File: config.mk
export PLATFORM = sky130hd
export DESIGN_NAME = ocd_detect
export DESIGN_NICKNAME = d
export VERILOG_FILES = /design/src/verilog/ocd_pkg.sv /design/src/verilog/ocd_detect.sv
export SDC_FILE = /design/constraint.sdc
export NUM_CORES = 1
export LEC_CHECK = 0
export BUFFER_PORTS_ARGS = -buffer_cell sky130_fd_sc_hd__buf_2
export CAP_MARGIN = 20
export CORE_ASPECT_RATIO = 1.5
export CORE_MARGIN = 2
export CORE_UTILIZATION = 29
export CTS_BUF_LIST = sky130_fd_sc_hd__clkbuf_4 sky130_fd_sc_hd__clkbuf_8 sky130_fd_sc_hd__clkbuf_16
export DETAILED_ROUTE_END_ITERATION = 16
export PLACE_DENSITY_LB_ADDON = 0.25
export SLEW_MARGIN = 25
export SYNTH_ARGS = -nofsm -noshare
export SYNTH_HDL_FRONTEND = slang
export SYNTH_SLANG_ARGS = --single-unit
File: constraint.sdc
create_clock -name core_clk_in -period 4.9 [get_ports core_clk_in]
set_input_delay 0.49 -clock core_clk_in [delete_from_list [all_inputs] [get_ports core_clk_in]]
set_output_delay 0.49 -clock core_clk_in [all_outputs]
set_load 0.02 [all_outputs]
File: src/verilog/ocd_pkg.sv
package ocd_pkg;

    // Levels in tenths of a percent of rated current, periods in ms
    localparam int unsigned OCD_CLK_HZ        = 25_000_000;
    localparam int unsigned OCD_MS_PER_S      = 1000;
    localparam int unsigned OCD_MS_CYCLES     = OCD_CLK_HZ / OCD_MS_PER_S;

    localparam int unsigned OCD_LEVEL_W       = 11;
    localparam int unsigned OCD_CUR_W         = 12;
    localparam int unsigned OCD_OC_PER_W      = 14;
    localparam int unsigned OCD_ZC_PER_W      = 10;
    localparam int unsigned OCD_HOLD_W        = 7;

    localparam logic [10:0] OCD_LEVEL_MAX     = 11'h7d0;
    localparam logic [10:0] OCD_OC_LEVEL_DEF  = 11'h5dc;
    localparam logic [10:0] OCD_ZC_LEVEL_DEF  = 11'h032;

    localparam logic [13:0] OCD_OC_PER_MAX    = 14'h2710;
    localparam logic [13:0] OCD_OC_PER_DEF    = 14'h0000;
    localparam logic [9:0]  OCD_ZC_PER_MAX    = 10'h3e8;
    localparam logic [9:0]  OCD_ZC_PER_DEF    = 10'h1f4;
    localparam logic [9:0]  OCD_ZC_PER_SHORT  = 10'h028;

    localparam logic [13:0] OCD_OC_MIN_MS     = 14'h0032;
    localparam logic [9:0]  OCD_ZC_MIN_MS     = 10'h032;
    localparam logic [6:0]  OCD_HOLD_MS       = 7'h64;

    // Terminal function codes
    localparam logic [1:0]  OCD_SEL_NONE      = 2'h0;
    localparam logic [1:0]  OCD_SEL_OC        = 2'h1;
    localparam logic [1:0]  OCD_SEL_ZC        = 2'h2;

endpackage : ocd_pkg

File: src/verilog/ocd_detect.sv
// How it works
// RULE1: While running, flag overcurrent after current stays above level longer than period.
// RULE2: Overcurrent level spans 0 to 200.0 percent of rated current, default 150.
// RULE3: Overcurrent period spans 0 to 10 s, default 0, timed from level crossing.
// RULE4: Overcurrent flag stays on at least 100 ms once it turns on.
// RULE5: Overcurrent detector also works during online or offline motor tuning.
// RULE6: Overcurrent period of zero still qualifies for about 50 ms.
// RULE7: While running, flag zero current after current stays below level longer than period.
// RULE8: Zero level spans 0 to 200.0 percent of rated current, default 5.0.
// RULE9: Zero period spans 0 to 1 s, default 0.5 s, timed from dropping below.
// RULE10: Zero current flag lingers about 100 ms after current rises back above level.
// RULE11: Zero current detector also works during online motor tuning.
// RULE12: Zero period of 0 to 0.04 s qualifies for about 50 ms.
// RULE13: Each flag drives whichever output terminal selects its function.
// RULE14: Both qualification timers clear while the drive is not running; here each keeps counting during tuning that enables its detector.
`timescale 1ns/10ps

module ocd_detect
    import ocd_pkg::*;
#(
    parameter int unsigned MS_CYCLES = OCD_MS_CYCLES,
    parameter int unsigned N_TERM    = 4
)(
    // Clock and reset
    input  wire logic                     core_clk_in,
    input  wire logic                     rstn_in,
    // Drive status
    input  wire logic [OCD_CUR_W-1:0]     current_in,
    input  wire logic                     running_in,
    input  wire logic                     tune_online_in,
    input  wire logic                     tune_offline_in,
    // Settings
    input  wire logic [OCD_LEVEL_W-1:0]   overcurrent_level_setting_in,
    input  wire logic [OCD_OC_PER_W-1:0]  overcurrent_period_setting_in,
    input  wire logic [OCD_LEVEL_W-1:0]   zero_level_setting_in,
    input  wire logic [OCD_ZC_PER_W-1:0]  zero_period_setting_in,
    input  wire logic [2*N_TERM-1:0]      term_func_sel_in,
    // Flags and terminals
    output logic                          overcurrent_detect_flag_out,
    output logic                          zero_current_flag_out,
    output logic [N_TERM-1:0]             term_on_out
);

    localparam int unsigned DIV_W = $clog2(MS_CYCLES + 1);

    typedef struct packed {
        logic [DIV_W-1:0]         ms_div;
        logic [OCD_OC_PER_W-1:0]  oc_cnt;
        logic [OCD_HOLD_W-1:0]    oc_hold;
        logic                     oc_flag;
        logic [OCD_ZC_PER_W-1:0]  zc_cnt;
        logic [OCD_HOLD_W-1:0]    zc_hold;
        logic                     zc_flag;
        logic [N_TERM-1:0]        term;
    } ocd_state_type;

    ocd_state_type r;
    ocd_state_type nxt;

    // Out-of-range settings saturate rather than wrap
    function automatic logic [OCD_LEVEL_W-1:0] clamp_level(input logic [OCD_LEVEL_W-1:0] lvl);
        clamp_level = (lvl > OCD_LEVEL_MAX) ? OCD_LEVEL_MAX : lvl;
    endfunction : clamp_level

    function automatic logic select_flag(input logic [1:0] sel, input logic oc, input logic zc);
        select_flag = (sel == OCD_SEL_OC) ? oc : ((sel == OCD_SEL_ZC) ? zc : 1'b0);
    endfunction : select_flag

    logic [OCD_LEVEL_W-1:0]   oc_level;
    logic [OCD_LEVEL_W-1:0]   zc_level;
    logic [OCD_OC_PER_W-1:0]  oc_per;
    logic [OCD_ZC_PER_W-1:0]  zc_per;
    logic [OCD_OC_PER_W-1:0]  oc_eff;
    logic [OCD_ZC_PER_W-1:0]  zc_eff;
    logic                     oc_act;
    logic                     zc_act;
    logic                     oc_cond;
    logic                     zc_cond;
    logic                     ms_tick;

    always_comb
    begin
        oc_level = clamp_level(overcurrent_level_setting_in);               // RULE2
        zc_level = clamp_level(zero_level_setting_in);                      // RULE8
        oc_per   = (overcurrent_period_setting_in > OCD_OC_PER_MAX) ?
                   OCD_OC_PER_MAX : overcurrent_period_setting_in;          // RULE3
        zc_per   = (zero_period_setting_in > OCD_ZC_PER_MAX) ?
                   OCD_ZC_PER_MAX : zero_period_setting_in;                 // RULE9
        oc_eff   = (oc_per == '0) ? OCD_OC_MIN_MS : oc_per;                 // RULE6
        zc_eff   = (zc_per <= OCD_ZC_PER_SHORT) ? OCD_ZC_MIN_MS : zc_per;   // RULE12
        oc_act   = running_in | tune_online_in | tune_offline_in;           // RULE5
        zc_act   = running_in | tune_online_in;                             // RULE11
        oc_cond  = oc_act & (current_in > OCD_CUR_W'(oc_level));            // RULE1
        zc_cond  = zc_act & (current_in < OCD_CUR_W'(zc_level));            // RULE7
        ms_tick  = (r.ms_div == DIV_W'(MS_CYCLES - 1));
    end

    always_comb
    begin
        nxt        = r;
        nxt.ms_div = ms_tick ? '0 : r.ms_div + 1'b1;

        // Overcurrent qualification, counted in whole milliseconds
        if (!oc_cond)
        begin
            nxt.oc_cnt = '0;                                                // RULE14
        end
        else if (ms_tick && !r.oc_flag)
        begin
            if (r.oc_cnt >= oc_eff)
            begin
                nxt.oc_flag = 1'b1;                                         // RULE1
                nxt.oc_hold = OCD_HOLD_MS;                                  // RULE4
            end
            else
            begin
                nxt.oc_cnt = r.oc_cnt + 1'b1;                               // RULE3
            end
        end
        if (r.oc_flag)
        begin
            if (ms_tick && (r.oc_hold != '0))
            begin
                nxt.oc_hold = r.oc_hold - 1'b1;
            end
            if (!oc_cond && (r.oc_hold == '0))
            begin
                nxt.oc_flag = 1'b0;                                         // RULE4
                nxt.oc_cnt  = '0;
            end
        end

        // Zero current qualification; release delay restarts on each return
        if (!zc_cond)
        begin
            nxt.zc_cnt = '0;                                                // RULE14
        end
        else if (ms_tick && !r.zc_flag)
        begin
            if (r.zc_cnt >= zc_eff)
            begin
                nxt.zc_flag = 1'b1;                                         // RULE7
            end
            else
            begin
                nxt.zc_cnt = r.zc_cnt + 1'b1;                               // RULE9
            end
        end
        if (zc_cond)
        begin
            nxt.zc_hold = OCD_HOLD_MS;
        end
        else if (r.zc_flag && ms_tick)
        begin
            if (r.zc_hold <= OCD_HOLD_W'(1))
            begin
                nxt.zc_flag = 1'b0;                                         // RULE10
                nxt.zc_hold = '0;
            end
            else
            begin
                nxt.zc_hold = r.zc_hold - 1'b1;                             // RULE10
            end
        end

        for (int i = 0; i < N_TERM; i++)
        begin
            nxt.term[i] = select_flag(term_func_sel_in[2*i +: 2], nxt.oc_flag, nxt.zc_flag); // RULE13
        end
    end

    always_ff @(posedge core_clk_in)
    begin
        if (!rstn_in)
        begin
            r <= '0;
        end
        else
        begin
            r <= nxt;
        end
    end

    assign overcurrent_detect_flag_out = r.oc_flag;
    assign zero_current_flag_out       = r.zc_flag;
    assign term_on_out                 = r.term;

    for (genvar g = 0; g < N_TERM; g++)
    begin : g_term

    end
endmodule : ocd_detect

==> results of run 1 <==
-- sequential cells by signal, indices dropped and copies added (netlist names) --
signal	flops
overcurrent_detect_flag_out	1
term_on_out	4
r	53
zero_current_flag_out	1
-- layer usage --
layer  global-route usage  vias up  routed length [um]
met5                    0        -                   0
met4               0.0580        0                 232
met3               0.0286       17                 508
met2                0.241       99                5060
met1                0.156     1755                4260
li1                     -     1981                   -
-- worst min path at each step --
stage	startpoint	to	depth (start not counted)
after floorplan	r[44]$_SDFF_PP0_	r[44]$_SDFF_PP0_	1
after global placement	r[44]$_SDFF_PP0_	r[44]$_SDFF_PP0_	1
after detailed placement	r[44]$_SDFF_PP0_	r[44]$_SDFF_PP0_	1
after CTS	term_func_sel_in[2]	term_on_out[1]$_SDFF_PN0_	2
after global routing	term_func_sel_in[2]	term_on_out[1]$_SDFF_PN0_	2
final	term_func_sel_in[2]	term_on_out[1]$_SDFF_PN0_	2
-- layout make-up --
class	count	area, sq um
timing repair buffer	76	380
inverter	39	146
tap	192	240
clock buffer	12	248
fill	1508	9020
sequential	59	1180
clock inverter	3	40.0
multi-input combinational	403	2800
-- metrics by stage --
stage | area [sq um] | std cells
final | 5040 | 784
after CTS | 5040 | 784
after floorplan | 4180 | 509
after global routing | 5040 | 784
after detailed placement | 4750 | 769
after global placement | 4750 | 769
-- power by group through the flow --
stage / Combinational [uW] / Sequential [uW] / Clock, uW
floorplan: 80.7 / 497 / 0
global placement: 137 / 497 / 0
detailed placement: 142 / 498 / 0
CTS: 143 / 488 / 623
global route: 164 / 488 / 643
finish: 142 / 488 / 611
-- worst max-delay path, cell delays in order --
cell	delay, ns
buf_2	0.10
nor4_1	0.36
nand2b_1	0.17
a21oi_1	0.06
o21ai_1	0.41
inv_1	0.16
nor3_1	0.26
ha_1	0.27
nand2_1	0.06
nor3_1	0.04
a21oi_1	0.32
o2111ai_4	0.25
nor4_4	0.41
a21bo_2	0.19
a21oi_1	0.05
-- logic make-up (layout without fill, tap and decap cells) --
| family | after synthesis | in the layout | share of synthesized area |
|---|---|---|---|
| compound gates | 95 | 95 | 0.158 |
| xor+xnor | 32 | 32 | 0.0671 |
| fa+ha+maj | 52 | 52 | 0.156 |
| buf+inv | 47 | 130 | 0.0461 |
| flops | 59 | 59 | 0.283 |
| mux | 2 | 2 | 0.00479 |
| simple gates | 222 | 222 | 0.286 |
-- placed cells by master (no fill, tap or decap), types with 21 or more instances in the layout --
cell,n
inv_1,39
buf_2,76
xor2_1,21
nand2_1,45
dfxtp_1,59
nor2_1,64
nand3_1,21
a21oi_1,35
ha_1,52
==> results.py, run 1 <==
metrics = {
    "status": {
        "run_status": "completed",
    },
    "timing": {
        "worst_slew_pin_slew_ns": 0.520,
        "hold_ws_ns": 0.378,
        "slew_violations": 0,
        "worst_slack_ns": 1.47,
        "skew_ns": 0.00826,
        "clock.fmax_mhz": 291,
        "finalCritPeriodShare": 0.700,
        "hold_violations": 0,
        "finalSetupTns_ns": 0,
        "max-slew-margin-rel": 0.650,
        "rsz0062_at_grt": "false",
        "fin_crit_ns": 3.43,
        "setup_violations": 0,
    },
    "grt": {
        "grt_pass1_wl_mm": 16.8,
        "grt.overflow.total": 0,
        "track_usage": 0.136,
        "grt_max_degree": 15,
        "grt_pass1_vias": 3789,
        "antenna_found_initial": 0,
    },
    "worst_setup_path": {
        "end_kind": "register",
        "endpoint": "r[37]$_SDFF_PN0_",
        "worstSetupPathType": "in2reg",
        "r2r-start": "r[32]$_SDFF_PN0_",
        "reg2reg_to": "r[37]$_SDFF_PN0_",
        "critPathLaunchType": "primary input",
        "critPathMaxFanout": 8,
        "cp-startpoint": "overcurrent_period_setting_in[0]",
        "reg2reg_slack_ns": 2.49,
        "worstRegToRegCells": 8,
        "crit_arrival_ns": 3.63,
        "required_ns": 5.10,
    },
    "power_and_ir_drop": {
        "pwr-share-comb": 0.115,
        "internal_power_uw": 950,
        "p_leak_uw": 0.00225,
        "p_clk_frac": 0.492,
        "swShare": 0.235,
        "ir_worst_vdd_v": 0.000196,
        "power_uw": 1240,
        "pwr-share-seq": 0.393,
        "power_density_nw_per_um2": 246,
        "p_sw_uw": 292,
    },
    "synth": {
        "syn_area_sq_um": 4180,
        "syn_avg_cell_area_sq_um": 8.20,
        "synth_area_leader_cell": "dfxtp_1",
        "yosysWarnings": 0,
        "synthDistinctLibCells": 65,
        "synthMostInstantiatedCell": "nor2_1",
        "synth-seq-cells": 59,
        "syn_inst": 509,
        "yosysSeqAreaShare": 0.283,
        "ys.flop_type": "dfxtp_1",
        "synth_async_sr_flop_share": 0,
        "ys_top_cells_by_area": "dfxtp_1, ha_1, nor2_1",
        "synth_nets": 632,
        "synth_top_area_share": 0.283,
        "synth_common_cells": "nor2_1, dfxtp_1, ha_1",
        "synth_edf_count": 0,
    },
    "cts": {
        "cts_buffers": 9,
        "ctsResizeCount": 0,
        "postCtsSetupRepairBufs": 0,
        "clkSinkCount": 59,
        "h-tree-depth": 3,
        "clkTransAtPathRegs_ns": 0.05,
        "cts-root-buf": "clkbuf_16",
        "clk_latency_ns": 0.33,
        "cts_hold_buf": 0,
        "cts_tree": "built",
        "cts.path.max_buffers": 2,
    },
    "floorplan": {
        "io_pins": 77,
        "dieHeight_um": 151,
        "fp.dieArea_sq_um": 15400,
        "initial_core_util": 0.297,
        "die_x_um": 102,
        "core-area_sq_um": 14100,
        "rows": 53,
    },
    "drt": {
        "drtPass1Iterations": 4,
        "vias_per_cell": 4.91,
        "wire_per_inst_um": 12.8,
        "dr_total_vias": 3852,
        "wl_mm": 10.1,
        "final_antenna_net_count": 0,
        "route.detailed.drc": 0,
        "drtIter0Drc": 146,
    },
    "placement": {
        "hpwlAfterDp_mm": 8.17,
        "io_buffer_count": 76,
        "dp_worst_setup_slack_ns": 1.15,
        "place.gp.congestion": 0.868,
    },
    "min_path": {
        "hold_class": "in2reg",
    },
    "final_layout": {
        "area_growth_pct": 20.6,
        "final_layout_size_suffix_gt1_frac": 0.196,
        "nets": 711,
        "utilization": 0.358,
        "antenna-diode-count": 0,
    },
    "run": {
        "maxCapViolations": 0,
    },
}
No activity file was read; power rests on OpenSTA's default activity.
==> run 2, diff against run 1 <==
Clock period 4.9 ns to 3.3 ns, I/O delays scaled along.
==> run 2 against run 1 <==
Effect of this change: first-iteration DRC count up 8.9%; wire length down 0.52%; power up 44%; combinational power up 50%; clock skew down 0.0044 ns; sequential power up 48%; die area unchanged; clock power up 39%; critical endpoint is now r[41]$_SDFF_PN0_; largest cell class unchanged.
==> results.py, run 2 (synthesized netlist as in run 1, its figures left out) <==
metrics = {
    "grt": {
        "grt_max_degree": 15,
        "grt_pass1_vias": 4004,
        "antenna_found_initial": 2,
        "track_usage": 0.140,
        "grt.overflow.total": 0,
        "grt_pass1_wl_mm": 17.5,
    },
    "placement": {
        "dp.cells": 774,
        "place.gp.congestion": 0.863,
        "hpwlAfterDp_mm": 8.18,
        "place_area_sq_um": 4790,
        "io_buffer_count": 76,
    },
    "cts": {
        "clk_latency_ns": 0.32,
        "ctsResizeCount": 0,
        "h-tree-depth": 3,
        "clkTransAtPathRegs_ns": 0.05,
        "cts_hold_buf": 0,
        "clkSinkCount": 59,
        "cts.path.max_buffers": 2,
        "cts_tree": "built",
        "postCtsSetupRepairBufs": 0,
        "cts-root-buf": "clkbuf_16",
        "cts_buffers": 9,
    },
    "floorplan": {
        "dieHeight_um": 151,
        "fp.dieArea_sq_um": 15400,
        "initial_core_util": 0.297,
        "io_pins": 77,
        "core-area_sq_um": 14100,
        "die_x_um": 102,
        "rows": 53,
    },
    "drt": {
        "wire_per_inst_um": 12.6,
        "drtPass1Iterations": 4,
        "route.detailed.drc": 0,
        "final_antenna_net_count": 0,
        "vias_per_cell": 4.86,
        "wl_mm": 10.0,
        "drtIter0Drc": 159,
        "dr_total_vias": 3851,
    },
    "worst_setup_path": {
        "r2r-start": "r[32]$_SDFF_PN0_",
        "worstSetupPathType": "in2reg",
        "worstRegToRegCells": 8,
        "crit_arrival_ns": 3.25,
        "critPathMaxFanout": 8,
        "endpoint": "r[41]$_SDFF_PN0_",
        "reg2reg_slack_ns": 0.89,
        "reg2reg_to": "r[41]$_SDFF_PN0_",
        "critPathLaunchType": "primary input",
        "end_kind": "register",
        "cp-startpoint": "overcurrent_period_setting_in[0]",
        "required_ns": 3.51,
    },
    "power_and_ir_drop": {
        "internal_power_uw": 1340,
        "swShare": 0.252,
        "pwr-share-seq": 0.405,
        "p_clk_frac": 0.475,
        "ir_worst_vdd_v": 0.000230,
        "p_sw_uw": 450,
        "pwr-share-comb": 0.119,
        "p_leak_uw": 0.00225,
        "power_density_nw_per_um2": 352,
    },
    "final_layout": {
        "nets": 716,
        "regMostFlops": "r",
        "final_layout_size_suffix_gt1_frac": 0.204,
        "layout.cells.non_filler": 792,
        "largest_reg_flops": 53,
        "stdcell_area_sq_um": 5070,
        "most-common-layout-cells": "buf_2, nor2_1, dfxtp_1, ha_1, nand2_1",
        "area_growth_pct": 21.5,
        "layout_commonest_cell": "buf_2",
    },
    "timing": {
        "rsz0062_at_grt": "false",
        "max-slew-margin-rel": 0.623,
        "finalSetupTns_ns": 0,
        "worst_slew_pin_slew_ns": 0.562,
        "clock.fmax_mhz": 330,
        "finalCritPeriodShare": 0.919,
        "hold_violations": 0,
        "setup_violations": 0,
        "skew_ns": 0.00388,
        "slew_violations": 0,
        "fin_crit_ns": 3.03,
    },
    "run": {
        "maxCapViolations": 0,
    },
    "status": {
        "run_status": "completed",
    },
    "min_path": {
        "hold_class": "in2reg",
    },
}
## run 2: changes by cell type in the layout (fill, tap and decap cells not counted), sizes merged
cell | previous run | this run
diode | 0 | 2
clkinv | 2 | 3
clkinvlp | 0 | 3
bufinv | 1 | 0
buf | 76 | 81
clkbuf | 12 | 10
## run 2: final cells by class
cell class / instances / area (sq um)
inverter: 39 / 146
fill: 1510 / 8990
multi-input combinational: 403 / 2800
tap: 192 / 240
antenna: 2 / 5.00
clock buffer: 10 / 239
sequential: 59 / 1180
timing repair buffer: 81 / 418
clock inverter: 6 / 41.3
## run 2: power groups by stage
stage	Sequential (uW)	Combinational (uW)	Clock, uW
3_5_place_dp	739	214	0
6_report	724	213	849
2_1_floorplan	738	120	0
4_1_cts	724	215	872
5_1_grt	724	247	901
3_3_place_gp	739	205	0
## run 2: how the worst min path moves through the flow
stage | startpoint | endpoint | slack [ns] | cells past startpoint
2_1_floorplan | r[44]$_SDFF_PP0_ | r[44]$_SDFF_PP0_ | 0.42 | 1
3_3_place_gp | r[44]$_SDFF_PP0_ | r[44]$_SDFF_PP0_ | 0.43 | 1
3_5_place_dp | r[44]$_SDFF_PP0_ | r[44]$_SDFF_PP0_ | 0.44 | 1
4_1_cts | term_func_sel_in[2] | term_on_out[1]$_SDFF_PN0_ | 0.21 | 2
5_1_grt | term_func_sel_in[2] | term_on_out[1]$_SDFF_PN0_ | 0.23 | 2
6_report | term_func_sel_in[2] | term_on_out[1]$_SDFF_PN0_ | 0.22 | 2
## run 2: critical path: stages
cell	delay, ns
buf_2	0.10
nor4_1	0.31
nand2b_1	0.15
a21oi_1	0.06
o21ai_1	0.14
buf_4	0.16
nand2_1	0.07
ha_1	0.28
a211oi_1	0.22
o21ai_0	0.12
a21oi_1	0.35
o2111ai_4	0.25
nor4_4	0.42
a21bo_2	0.21
a21oi_1	0.05
## run 2: metrics by stage
stage / hold WS [ns] / worst slack (ns) / total power [uW] / util
after floorplan: 0.418 / 0.273 / 858 / -
after global placement: 0.430 / 0.0530 / 943 / 0.341
after detailed placement: 0.440 / -0.0270 / 953 / 0.341
after CTS: 0.212 / 0.279 / 1810 / 0.360
after global routing: 0.235 / 0.0163 / 1870 / 0.360
final: 0.223 / 0.266 / 1790 / 0.361
## run 2: per-layer routing
metal,part of all wire,global-route usage,routed length (um)
met3,0.045,0.0263,446
met1,0.43,0.159,4270
met4,0.025,0.0633,253
met5,0,0,0
met2,0.50,0.251,5030
==> run 3, diff against run 2 <==
Settings changed: ABC_AREA from default to 1.
==> run 3 against run 2 <==
Effect of this change: power grew 1.1%; sequential share of layout area shrank 2.5 points; flip-flop and latch count is the same; die area grew 14%; setup slack gained 0.15 ns; maximum frequency grew 5.3%; global-route usage shrank 0.091 points; register-to-register slack gained 0.32 ns; critical path type unchanged.
==> results.py, run 3 <==
metrics = {
    "status": {
        "run_status": "completed",
    },
    "final_layout": {
        "fill_cells": 1764,
        "regMostFlops": "r",
        "final_layout_size_suffix_gt1_frac": 0.180,
        "stdcell_area_sq_um": 5680,
        "area_growth_pct": 18.5,
        "antenna-diode-count": 0,
        "most-common-layout-cells": "nand2_1, inv_1, nor2_1, buf_2, dfxtp_1",
        "utilization": 0.351,
        "largest_reg_flops": 53,
        "layout_commonest_cell": "nand2_1",
        "nets": 918,
    },
    "timing": {
        "worst_slew_pin_slew_ns": 0.510,
        "finalCritPeriodShare": 0.873,
        "setup_violations": 0,
        "clock.fmax_mhz": 347,
        "rsz0062_at_grt": "false",
        "slew_violations": 0,
        "finalSetupTns_ns": 0,
        "max-slew-margin-rel": 0.659,
        "skew_ns": 0.00662,
        "hold_violations": 0,
        "hold_ws_ns": 0.277,
        "fin_crit_ns": 2.88,
    },
    "grt": {
        "use_met1": 0.159,
        "grt_pass1_vias": 4465,
        "grt_util_met3": 0.0186,
        "grt-busiest-layer": "met2",
        "antenna_found_initial": 0,
        "grt_pass1_wl_mm": 19.7,
        "grt_max_degree": 23,
        "grtUsageMet2": 0.259,
        "grt.overflow.total": 0,
        "track_usage": 0.139,
    },
    "synth": {
        "synthMuxAreaShare": 0,
        "ys.flop_type": "dfxtp_1",
        "syn_area_sq_um": 4790,
        "synthXorXnorAreaFrac": 0.0493,
        "yosys.area_share.simple": 0.363,
        "synth_area_leader_cell": "dfxtp_1",
        "synth_top_family_by_area": "simple AND/OR/NAND/NOR gates",
        "synth_edf_count": 0,
        "syn_avg_cell_area_sq_um": 6.71,
        "ys_top_cells_by_area": "dfxtp_1, ha_1, nand2_1",
        "yosysSeqAreaShare": 0.246,
        "synth_common_cells": "nand2_1, inv_1, nor2_1",
        "synthDistinctLibCells": 42,
        "synth_compound_area_frac": 0.107,
        "synth_fa_ha_area_frac": 0.136,
        "yosysWarnings": 0,
        "syn_inst": 714,
        "synthMostInstantiatedCell": "nand2_1",
        "synth_nets": 837,
        "synth-seq-cells": 59,
        "synth_async_sr_flop_share": 0,
        "synth_top_area_share": 0.246,
    },
    "cts": {
        "postCtsSetupRepairBufs": 0,
        "clk_latency_ns": 0.33,
        "cts_hold_buf": 0,
        "h-tree-depth": 3,
        "clkSinkCount": 59,
        "cts_buffers": 9,
        "cts-root-buf": "clkbuf_16",
        "cts.path.max_buffers": 2,
        "cts_tree": "built",
        "clkTransAtPathRegs_ns": 0.05,
    },
    "worst_setup_path": {
        "cp_common_cell": "inv_1",
        "critPathLaunchType": "primary input",
        "crit_arrival_ns": 3.10,
        "slowest_stage": "nor4_1",
        "end_kind": "register",
        "required_ns": 3.52,
        "cp_slowest_stage_delay_ns": 0.27,
        "critPathMaxFanout": 10,
        "reg2reg_slack_ns": 1.21,
        "worst-path-buf-inv": 4,
        "path_cells": "buf_2 -> nor2_1 -> inv_1 -> nor4_1 -> nand4_1 -> nand2_2 -> nand2_1 -> nand3_1 -> nand2_1 -> inv_1 -> ha_1 -> a21oi_1 -> o21ai_0 -> o21ai_1 -> nand3_4 -> nand3_2 -> nand2_2 -> o21ai_0 -> inv_1",
        "path_delay_family": "simple AND/OR/NAND/NOR gates",
        "worstSetupPathType": "in2reg",
    },
    "drt": {
        "vias_per_cell": 4.55,
        "drtPass1Iterations": 4,
        "wire_per_inst_um": 11.5,
        "drtIter0Drc": 124,
        "route.detailed.drc": 0,
        "final_antenna_net_count": 0,
        "dr_total_vias": 4581,
        "wl_mm": 11.6,
    },
    "floorplan": {
        "rows": 57,
        "dieHeight_um": 161,
        "initial_core_util": 0.296,
        "core-area_sq_um": 16200,
        "fp.dieArea_sq_um": 17600,
        "die_x_um": 109,
        "io_pins": 77,
    },
    "min_path": {
        "hold_class": "in2reg",
    },
    "run": {
        "maxCapViolations": 0,
    },
    "placement": {
        "place_area_sq_um": 5400,
        "place.gp.congestion": 0.795,
        "hpwlAfterDp_mm": 9.71,
        "io_buffer_count": 76,
    },
    "power_and_ir_drop": {
        "p_leak_uw": 0.00277,
        "ir_worst_vdd_v": 0.000211,
        "power_density_nw_per_um2": 318,
    },
}
run 3: cell types whose count changed after synthesis, sizes merged, moves of 9 or more:
cell | previous run | this run
nor2 | 65 | 105
o21ai | 15 | 31
and3 | 11 | 2
nand3 | 22 | 43
nor3 | 17 | 26
inv | 39 | 111
nand2 | 46 | 151
run 3: logic make-up after synthesis:
kind of cell	count (synthesis)
buffers and inverters	120
AND/OR/NAND/NOR	363
AO/OA/AOI/OAI	93
XOR/XNOR	27
flip-flops	59
adder cells (fa/ha/maj)	52
run 3: power breakdown:
| part | total [uW] | switching [uW] | internal, uW |
|---|---|---|---|
| registers | 726 | 5.63 | 720 |
| logic | 226 | 133 | 92.9 |
| clock network | 853 | 316 | 537 |
| total | 1810 | 455 | 1350 |
run 3: final timing paths:
check / cells past startpoint / end / startpoint
min: 3 / term_on_out[0]$_SDFF_PN0_ / term_func_sel_in[0]
max: 19 / r[28]$_SDFF_PN0_ / overcurrent_period_setting_in[7]
min reg2reg: 1 / r[44]$_SDFF_PP0_ / r[44]$_SDFF_PP0_
max reg2reg: 9 / r[28]$_SDFF_PN0_ / r[35]$_SDFF_PN0_
run 3: through the flow:
stage	total power [uW]	std cells	worst slack (ns)
after floorplan	877	714	0.599
after global placement	970	990	0.103
after detailed placement	972	990	0.0375
after CTS	1830	1006	0.363
after global routing	1900	1006	0.0108
final	1810	1006	0.419
run 3: worst register-to-register path, stage by stage (launching register included):
cell and delay (ns):
dfxtp_1 0.48, ha_1 0.30, a21oi_1 0.16, o21ai_0 0.12, o21ai_1 0.22, nand3_4 0.19, nand3_2 0.17, nand2_2 0.11
o21ai_0 0.16, inv_1 0.05
run 3: routing by layer:
metal | vias to the layer above | routed length, um
met5 | - | 0
met4 | 0 | 174
met3 | 14 | 338
met2 | 67 | 6030
met1 | 2014 | 5060
li1 | 2486 | -
run 3: final cells by class:
type,count,area [sq um],area share
sequential,59,1180,0.208
multi-input combinational,535,3150,0.554
clock buffer,13,255,0.0450
timing repair buffer,79,403,0.0710
inverter,111,419,0.0738
tap,206,258,0.0454
clock inverter,3,15.0,0.00264
run 3: repair_timing:
item | 4_1_cts | 5_1_grt
gates resized for setup | 0 | 1
endpoints found under the hold margin | 0 | 0
setup endpoints to repair | 0 | 1
